### src/logic/data_converter_control_cfg.svh
// Register map, field positions, reset values and timing of the data converter
// Behaviour
// - One 10-bit SAR engine, used as ADC or DAC, one mode at a time.
// - Eight-way mux: seven single-ended inputs or three differential pairs.
// - Sampled level is held for the whole conversion.
// - DAC mode runs the engine in reverse onto the second port pins.
// - Result read through a low and a high byte forming one word.
// - Reference is internal 1.0V or half supply; sets the result scale.
// - Results are signed two's complement; single-ended is relative to half supply.
// - Result sits right- or left-aligned in the 16-bit pair.
// - Right: sign copied to top 6 bits. Left: low 6 bits zero.
// - Left-align bit set selects left alignment for 8-bit reads of the high byte.
// - Data pair readable only in ADC mode, writable only in DAC mode.
// - Codes map between alignments by a plain 6-bit shift.
// - A conversion takes 6.5 us at the intended converter clock.
// - Conversions start singly by software or repeatedly by a timer.
// - Each completed conversion raises an interrupt request.
// - Input selection also offers temperature sensor and supply channels.
// - Thirteen converter cycles; input sampled in the third, then held.
// - At the end the done flag is set and the result stored, little delay.
// - Start only while enabled; busy holds during conversion, cleared at the end.
// - Enable bit turns the converter on; clear means no power drawn.
`ifndef DATA_CONVERTER_CONTROL_CFG_SVH
`define DATA_CONVERTER_CONTROL_CFG_SVH
`define CTL_ADDR 4'h0
`define SEL_ADDR 4'h1
`define RLO_ADDR 4'h2
`define RHI_ADDR 4'h3
`define CTL_EN 7
`define CTL_GO 6
`define CTL_LEFT_ALIGN_SELECT 5
`define CTL_DONE 4
`define CTL_DAC 3
`define CTL_REFI 2
`define CTL_REFUSED 1
`define CTL_OVERRUN 0
`define SEL_RST 8'h00
`define WORD_RST 16'h0000
`define CODE_MID 10'h200
`define INT_CHAN 3'h3
`define CLK_PERIOD_NS 100
`define CONV_TIME_NS 6500
`define CONV_CYCLES 13
`define SAMPLE_CYC 4'h3
`define TICK_SYS ((`CONV_TIME_NS / `CONV_CYCLES) / `CLK_PERIOD_NS)
`define CONV_SYS_CYCLES (`CONV_CYCLES * `TICK_SYS)
`endif

### src/logic/data_converter_control_pkg.sv
// Types shared by the data converter control logic
package data_converter_control_pkg;
   typedef enum logic {ST_IDLE, ST_RUN} conv_state_type;
   typedef struct packed {
      logic connect;
      logic temp_sel;
      logic [1:0] trig;
      logic diff;
      logic [2:0] chan;
   } mux_cfg_type;
   typedef struct packed {
      logic wr;
      logic rd;
      logic [3:0] addr;
      logic [7:0] wdata;
   } reg_req_type;
endpackage

### src/logic/dual_mode_data_converter_ctrl.sv
// Register file, mode control and result formatting of the data converter
`include "data_converter_control_cfg.svh"
module dual_mode_data_converter_ctrl (
   input wire logic core_clk, // 10 MHz system clock
   input wire logic sys_rst, // Synchronous reset, active high
   input wire data_converter_control_pkg::reg_req_type bus_req, // Strobes, address, write data
   output logic [7:0] rd_data, // Read data, cycle after read strobe
   input wire logic [2:0] timer_ovf, // Timer 0..2 overflow pulses
   input wire logic cmp_pin, // Comparator: input at or above trial
   output data_converter_control_pkg::mux_cfg_type mux_cfg, // Multiplexer setting
   output logic [1:0] internal_src, // 01 supply, 10 temperature
   output logic ref_internal, // 1: internal 1.0V, 0: half supply
   output logic analog_enable, // Analog power on
   output logic dac_active, // Second port pins driven by DAC
   output logic sample_track, // Sample-and-hold tracking
   output logic [9:0] sar_trial, // Trial code to the comparator
   output logic [9:0] dac_level, // Offset-binary output level
   output logic conv_irq // Conversion complete request
);
   import data_converter_control_pkg::*;

   function automatic logic [15:0] align_word(input logic [9:0] code, input logic left);
      return left ? {code, 6'h00} : {{6{code[9]}}, code};
   endfunction

   function automatic logic [9:0] unalign_word(input logic [15:0] word, input logic left);
      return left ? word[15:6] : word[9:0];
   endfunction

   logic en;
   logic left_align_select;
   logic dac_sel;
   logic refi;
   logic done_flag;
   logic refused_flag;
   logic overrun_flag;
   logic [15:0] data_word;
   logic cmp_meta;
   logic cmp_sync;
   logic eng_busy;
   logic eng_done;
   logic [9:0] eng_result;

   logic wr_ctl;
   logic wr_sel;
   logic wr_lo;
   logic wr_hi;
   logic rd_lo;
   logic rd_hi;
   logic en_now;
   logic sw_start;
   logic trig_hit;
   logic start_req;
   logic sel_locked;
   logic sel_changes_route;
   logic sel_refuse;
   logic [9:0] adc_code;
   logic [15:0] adc_word;
   logic [9:0] dac_code;
   logic [7:0] ctl_view;
   logic [7:0] next_rd;
   mux_cfg_type next_sel;
   mux_cfg_type wsel;
   logic int_chan;
   logic [1:0] next_src;

   // Address decode
   assign wr_ctl = bus_req.wr && (bus_req.addr == `CTL_ADDR);
   assign wr_sel = bus_req.wr && (bus_req.addr == `SEL_ADDR);
   assign wr_lo = bus_req.wr && (bus_req.addr == `RLO_ADDR) && dac_sel;
   assign wr_hi = bus_req.wr && (bus_req.addr == `RHI_ADDR) && dac_sel;
   assign rd_lo = bus_req.rd && (bus_req.addr == `RLO_ADDR) && !dac_sel;
   assign rd_hi = bus_req.rd && (bus_req.addr == `RHI_ADDR) && !dac_sel;

   // Starting a conversion
   assign en_now = wr_ctl ? bus_req.wdata[`CTL_EN] : en;
   assign sw_start = wr_ctl && bus_req.wdata[`CTL_GO];
   assign trig_hit = (mux_cfg.trig != 2'h0) && timer_ovf[2'(mux_cfg.trig - 2'h1)];
   assign start_req = en_now && !eng_busy && (sw_start || trig_hit);

   // Routing changes only while disconnected and idle
   assign wsel = mux_cfg_type'(bus_req.wdata);
   assign sel_locked = eng_busy || mux_cfg.connect;
   assign sel_changes_route = (wsel.chan != mux_cfg.chan) || (wsel.diff != mux_cfg.diff) ||
                              (wsel.temp_sel != mux_cfg.temp_sel);
   assign sel_refuse = wr_sel && sel_locked && sel_changes_route;
   assign next_sel = sel_refuse ?
                     mux_cfg_type'({!eng_busy ? wsel.connect : mux_cfg.connect,
                                    mux_cfg.temp_sel, wsel.trig, mux_cfg.diff, mux_cfg.chan}) :
                     wsel;

   // Internal channels sit on differential position three
   assign int_chan = next_sel.connect && next_sel.diff && (next_sel.chan == `INT_CHAN);
   assign next_src = int_chan ? (next_sel.temp_sel ? 2'h2 : 2'h1) : 2'h0;

   // Result formatting
   assign adc_code = {~eng_result[9], eng_result[8:0]};
   assign adc_word = align_word(adc_code, left_align_select);
   assign dac_code = unalign_word(data_word, left_align_select) ^ `CODE_MID;

   // Read path
   assign ctl_view = {en, eng_busy, left_align_select, done_flag, dac_sel, refi, refused_flag, overrun_flag};
   assign next_rd = !bus_req.rd ? 8'h00 :
                    (bus_req.addr == `CTL_ADDR) ? ctl_view :
                    (bus_req.addr == `SEL_ADDR) ? 8'(mux_cfg) :
                    rd_lo ? adc_word[7:0] :
                    rd_hi ? adc_word[15:8] :
                    8'h00;

   // Comparator synchroniser
   always_ff @(posedge core_clk) begin
      if (sys_rst) begin
         cmp_meta <= 1'b0;
         cmp_sync <= 1'b0;
      end else begin
         cmp_meta <= cmp_pin;
         cmp_sync <= cmp_meta;
      end
   end

   // Control register
   always_ff @(posedge core_clk) begin
      if (sys_rst) begin
         en <= 1'b0;
         left_align_select <= 1'b0;
         dac_sel <= 1'b0;
         refi <= 1'b0;
      end else if (wr_ctl) begin
         en <= bus_req.wdata[`CTL_EN];
         left_align_select <= bus_req.wdata[`CTL_LEFT_ALIGN_SELECT];
         dac_sel <= bus_req.wdata[`CTL_DAC];
         refi <= bus_req.wdata[`CTL_REFI];
      end
   end

   // Sticky flags, hardware set wins over software clear
   always_ff @(posedge core_clk) begin
      if (sys_rst) begin
         done_flag <= 1'b0;
         refused_flag <= 1'b0;
         overrun_flag <= 1'b0;
      end else begin
         if (eng_done) done_flag <= 1'b1;
         else if (wr_ctl && !bus_req.wdata[`CTL_DONE]) done_flag <= 1'b0;
         if (sel_refuse) refused_flag <= 1'b1;
         else if (wr_ctl && !bus_req.wdata[`CTL_REFUSED]) refused_flag <= 1'b0;
         if (trig_hit && eng_busy) overrun_flag <= 1'b1;
         else if (wr_ctl && !bus_req.wdata[`CTL_OVERRUN]) overrun_flag <= 1'b0;
      end
   end

   // Input selection register
   always_ff @(posedge core_clk) begin
      if (sys_rst) begin
         mux_cfg <= mux_cfg_type'(`SEL_RST);
         internal_src <= 2'h0;
      end else if (wr_sel) begin
         mux_cfg <= next_sel;
         internal_src <= next_src;
      end
   end

   // Output value for DAC mode
   always_ff @(posedge core_clk) begin
      if (sys_rst) begin
         data_word <= `WORD_RST;
      end else begin
         if (wr_lo) data_word[7:0] <= bus_req.wdata;
         if (wr_hi) data_word[15:8] <= bus_req.wdata;
      end
   end

   // Registered pin-side outputs
   always_ff @(posedge core_clk) begin
      if (sys_rst) begin
         rd_data <= 8'h00;
         ref_internal <= 1'b0;
         analog_enable <= 1'b0;
         dac_active <= 1'b0;
         conv_irq <= 1'b0;
      end else begin
         rd_data <= next_rd;
         ref_internal <= refi || (internal_src != 2'h0);
         analog_enable <= en;
         dac_active <= en && dac_sel && mux_cfg.connect;
         conv_irq <= done_flag;
      end
   end

   sar_engine engine (
      .core_clk(core_clk),
      .sys_rst(sys_rst),
      .start(start_req),
      .abort(!en_now),
      .dac_mode(dac_sel),
      .cmp_high(cmp_sync),
      .dac_value(dac_code),
      .busy(eng_busy),
      .done(eng_done),
      .sample_track(sample_track),
      .trial(sar_trial),
      .result(eng_result),
      .dac_level(dac_level)
   );
endmodule

### src/logic/sar_engine.sv
// Successive approximation sequencer for conversions in both directions
`include "data_converter_control_cfg.svh"
module sar_engine (
   input wire logic core_clk, // System clock
   input wire logic sys_rst, // Synchronous reset
   input wire logic start, // Begin a conversion
   input wire logic abort, // Converter disabled
   input wire logic dac_mode, // Reverse direction
   input wire logic cmp_high, // Input at or above trial level
   input wire logic [9:0] dac_value, // Offset-binary output value
   output logic busy, // Conversion running
   output logic done, // End of conversion pulse
   output logic sample_track, // High while input is sampled
   output logic [9:0] trial, // Trial code to the comparator
   output logic [9:0] result, // Offset-binary conversion result
   output logic [9:0] dac_level // Offset-binary output level
);
   import data_converter_control_pkg::*;
   conv_state_type state;
   logic [2:0] pre;
   logic [3:0] cyc;
   logic [9:0] buffer;
   logic run_dac;
   logic [6:0] run_cnt;
   logic tick;
   logic last;
   logic [3:0] bit_pos;
   logic [9:0] bit_mask;
   logic [9:0] kept;
   logic step;

   assign tick = (state == ST_RUN) && (pre == 3'(`TICK_SYS - 1));
   assign last = tick && (cyc == 4'(`CONV_CYCLES));
   assign bit_pos = 4'(`CONV_CYCLES) - cyc;
   assign bit_mask = 10'h001 << bit_pos;
   assign kept = cmp_high ? trial : (trial & ~bit_mask);
   assign step = tick && !run_dac && (cyc > `SAMPLE_CYC);

   always_ff @(posedge core_clk) begin
      if (sys_rst || abort) begin
         state <= ST_IDLE;
         pre <= 3'h0;
         cyc <= 4'h0;
         busy <= 1'b0;
         done <= 1'b0;
         sample_track <= 1'b0;
         trial <= 10'h000;
      end else begin
         done <= 1'b0;
         unique case (state)
            ST_IDLE: if (start) begin
               state <= ST_RUN;
               busy <= 1'b1;
               pre <= 3'h0;
               cyc <= 4'h1;
            end
            ST_RUN: begin
               pre <= tick ? 3'h0 : pre + 3'h1;
               if (tick) begin
                  cyc <= cyc + 4'h1;
                  sample_track <= !run_dac && (cyc == `SAMPLE_CYC - 4'h1);
               end
               if (tick && run_dac && cyc == 4'h1) begin
                  trial <= buffer;
               end else if (tick && !run_dac && cyc == `SAMPLE_CYC) begin
                  trial <= `CODE_MID;
               end else if (step) begin
                  trial <= kept | (bit_mask >> 1);
               end
               if (last) begin
                  state <= ST_IDLE;
                  busy <= 1'b0;
                  done <= 1'b1;
                  cyc <= 4'h0;
               end
            end
         endcase
      end
   end

   always_ff @(posedge core_clk) begin
      if (sys_rst) begin
         buffer <= 10'h000;
         run_dac <= 1'b0;
         result <= `CODE_MID;
         dac_level <= 10'h000;
      end else if (state == ST_IDLE && start && !abort) begin
         buffer <= dac_value;
         run_dac <= dac_mode;
      end else if (tick && !abort) begin
         if (!run_dac && cyc == 4'(`CONV_CYCLES)) result <= kept;
         if (run_dac && cyc == 4'(`CONV_CYCLES - 1)) dac_level <= buffer;
      end
   end

   always_ff @(posedge core_clk) begin
      if (sys_rst) run_cnt <= 7'h00;
      else if (state == ST_IDLE && start) run_cnt <= 7'h00;
      else if (state == ST_RUN) run_cnt <= run_cnt + 7'h01;
   end
endmodule

### config.mk
export PLATFORM = sky130hd
export DESIGN_NAME = dual_mode_data_converter_ctrl
export DESIGN_NICKNAME = d
export VERILOG_FILES = /design/src/logic/data_converter_control_pkg.sv /design/src/logic/dual_mode_data_converter_ctrl.sv /design/src/logic/sar_engine.sv
export VERILOG_INCLUDE_DIRS = /design/src /design/src/logic
export SDC_FILE = /design/constraint.sdc
export NUM_CORES = 1
export LEC_CHECK = 0
export ABC_CLOCK_PERIOD_IN_PS = 5450
export BUFFER_PORTS_ARGS = -buffer_cell sky130_fd_sc_hd__buf_2
export CORE_UTILIZATION = 60
export CTS_CLUSTER_SIZE = 24
export DETAILED_ROUTE_END_ITERATION = 6
export PLACE_DENSITY = 0.82
export SLEW_MARGIN = 20
export SYNTH_ARGS = -nofsm -noshare
export SYNTH_HDL_FRONTEND = slang
export SYNTH_SLANG_ARGS = --single-unit
### constraint.sdc
create_clock -name core_clk -period 5.45 [get_ports core_clk]
set_input_delay 0.545 -clock core_clk [delete_from_list [all_inputs] [get_ports core_clk]]
set_output_delay 0.545 -clock core_clk [all_outputs]
set_load 0.01 [all_outputs]
==> summary.md <==
| Metric | Value |
|---|---|
| PwrDens | `243 nW/um^2` |
| Layout Cells excl Fill | `679` |
| RSZ-0062 raised after global routing | `no` |
| Share of cells above drive strength 1 | `17.5%` |
| Fin. Hold Viols | `0` |
| Register area share after synthesis | `41.4%` |
| Syn Std Cell Area | `4790 sq um` |
| Global-route wire length before repair | `19,200 um` |
| Synth warn | `0` |
| DR vias | `4,123` |
| Fillers | `642` |
| Setup TNS | `0 ns` |
| Hold WC Path Type | `in2reg` |
| CP Class | `reg2reg` |
| CTS root buf | `clkbuf_8` |
| Post-synth EDFFs | `0` |
| Number of diodes | `0` |
| P&R area growth vs syn | `10.9%` |
| Critical path arrival | `3.00 ns` |
| RePlAce Congestion | `0.999` |
| Gate Count Post-Synth | `531` |
| Max-slew violation count | `0` |
| Critical Path Sink Type | `flop` |
| Core area | `7730 sq um` |
| GRT overflow | `0` |
| TritonCTS Buffers | `9` |
| CTS Sinks | `99` |
| Number of global-route vias before repair | `3,867` |
| Die Height | `91.3 um` |
| Drt first pass iters | `5` |
| Maximum clock path buffer count | `2` |
| Fin crit period | `2.69 ns` |
| # resized after CTS | `0` |
| Initial antenna violation count | `0` |
| Synth Flop Type | `dfxtp_1` |
| CP startpoint kind | `flop` |
| Post-Route WL | `11,700 um` |
| Period utilization | `49.4%` |
| Critical path peak fanout | `15` |
| Post-route ant nets | `0` |
| # rows | `32` |
| Area of the multi-input gates | `2600 sq um` |
| DP HPWL | `8270 um` |
| Clk slew on worst S/H paths | `0.09 ns` |
| Total GRT Usage | `29.1%` |
| Worst slew pin tran | `1.04 ns` |
| Drt wl/cell | `17.2 um` |
| Port-buffer cells | `62` |
| Cell variety after synth | `62` |
| Slew margin rel. | `30.4%` |
| Syn nets | `561` |
| Lkg Pwr | `1.97 nW` |
| Number of H-tree levels | `3` |
| CTS tree | `yes` |
| CTS Hold Bufs | `0` |
| I/O Pins | `63` |
| Initial core utilization | `62.0%` |
| Die area | `8340 sq um` |
| Clk_skew | `0.0172 ns` |
| Register Area | `1980 sq um` |
| VDD IR max | `161 uV` |
| Placed cell count | `664` |
| Post-CTS setup buffers | `0` |
| Vias per cell | `6.07` |
| Largest net degree at the start of global routing | `90` |
| DRC | `0` |
| Fmax achieved | `371 MHz` |
| Nets | `603` |
| Initial DRC Count | `296` |
| #FFs+latches synth | `99` |
| Async SR Flop Fraction | `0%` |
| CP Data Required Time | `5.76 ns` |
| Status | `finished clean` |
| Die Wd | `91.3 um` |
| Max_cap viols | `0` |
| # setup viols final | `0` |
| Post-Synthesis Mean Instance Area | `9.02 sq um` |
| Clk Latency, worst-skew pair | `0.37 ns` |
[worst paths after layout]
kind                                                   end                    start  cells after the start  slack (ns)
worst min-delay path                   cmp_meta$_SDFF_PP0_                  cmp_pin                      2        0.38
worst max register to register  engine.cyc[2]$_SDFFE_PP0P_  mux_cfg[4]$_SDFFE_PP0P_                      7        2.76
worst max-delay path            engine.cyc[2]$_SDFFE_PP0P_  mux_cfg[4]$_SDFFE_PP0P_                      7        2.76
worst min register to register      done_flag$_SDFFE_PP0P_   engine.done$_SDFF_PP0_                      2        0.44
[cells in the mapped netlist, drive strengths merged (2+ instances only)]
library cell / number / area, sq um
nand4b: 14 / 123
nand4: 6 / 43.8
o31ai: 17 / 166
a31oi: 9 / 56.3
inv: 16 / 60.1
ha: 10 / 125
and2: 2 / 15.0
xor2: 6 / 52.6
nor2b: 8 / 50.1
clkbuf: 21 / 78.8
a21o: 2 / 15.0
or3: 2 / 12.5
nor3: 9 / 55.1
mux2: 8 / 90.1
a21oi: 43 / 215
a21boi: 2 / 15.0
o21bai: 2 / 15.0
nand2b: 18 / 113
nand3: 12 / 60.1
nand3b: 3 / 22.5
dfxtp: 99 / 1980
mux2i: 55 / 551
nor2: 55 / 206
a211oi: 3 / 35.0
o22ai: 3 / 18.8
o21ai: 29 / 145
and3: 3 / 18.8
nand2: 39 / 146
o41ai: 2 / 17.5
buf: 12 / 71.3
o211ai: 2 / 15.0
[per-layer routing]
layer	routed length (um)	GRT usage (%)	vias up
met5	0	0	-
met4	314	12.0	0
met3	727	5.61	29
met2	5420	47.0	172
met1	5200	38.0	1938
li1	-	-	1984
[logic make-up after synthesis]
family	Yosys count	synth area share (%)
fa+ha+maj	10	2.61
flops	99	41.4
simple gates	177	19.7
compound gates	126	17.2
mux	63	13.4
buf+inv	49	4.39
xor+xnor	7	1.28
[critical path, cell delays in order (launching register included)]
cell	delay, ns
dfxtp_1	0.44
inv_1	0.07
ha_1	0.33
mux2_1	0.34
a22oi_1	0.30
nand4bb_1	0.56
and2_4	0.39
a41o_1	0.21
[report_power, final]
| part | leakage (nW) | switching [W] | internal [W] | total, W |
|---|---|---|---|---|
| registers | 0.798 | 0.00000299 | 0.000725 | 0.000728 |
| logic | 1.07 | 0.0000332 | 0.0000190 | 0.0000522 |
| clock network | 0.103 | 0.000251 | 0.000260 | 0.000511 |
| total | 1.97 | 0.000287 | 0.00100 | 0.00129 |
[registers in the layout, indices dropped and copies added, names as in the netlist, 2 cells and up]
name and flops:
engine.dac_level 10, engine.buffer 10, rd_data 8, engine.result 10
engine.trial 10, engine.pre 3, internal_src 2, mux_cfg 8
data_word 16, engine.cyc 4
[cells in the final DEF, fill, tap and decap left out, types with 7 or more instances in the layout]
cell,count
a21oi_1,43
a31oi_1,9
buf_2,62
clkbuf_8,9
dfxtp_1,99
ha_1,10
inv_1,15
mux2_2,7
mux2i_1,55
nand2_1,39
nand2b_1,18
nand3_1,12
nand4b_1,14
nor2_1,55
nor2b_1,8
nor3_1,7
o21ai_0,28
o31ai_1,11
[final cells by class]
cell class	instances	area share (%)
multi-input cells	383	49.0
flip-flops and latches	99	37.3
repair buffers	64	6.13
clock buffers	10	2.40
well taps	102	2.40
clock inverters	5	1.60
inverters	16	1.13
[metrics by stage]
stage	hold slack, ns	util (%)	area, sq um	setup slack, ns	power [W]
floorplan	0.411	-	4790	3.21	0.000777
global placement	0.418	66.0	5100	2.91	0.000795
detailed placement	0.443	66.0	5100	2.82	0.000796
CTS	0.379	68.7	5310	2.77	0.00130
global route	0.394	68.7	5310	2.54	0.00133
finish	0.385	68.7	5310	2.76	0.00129
Power figures use the tool's default switching activity.
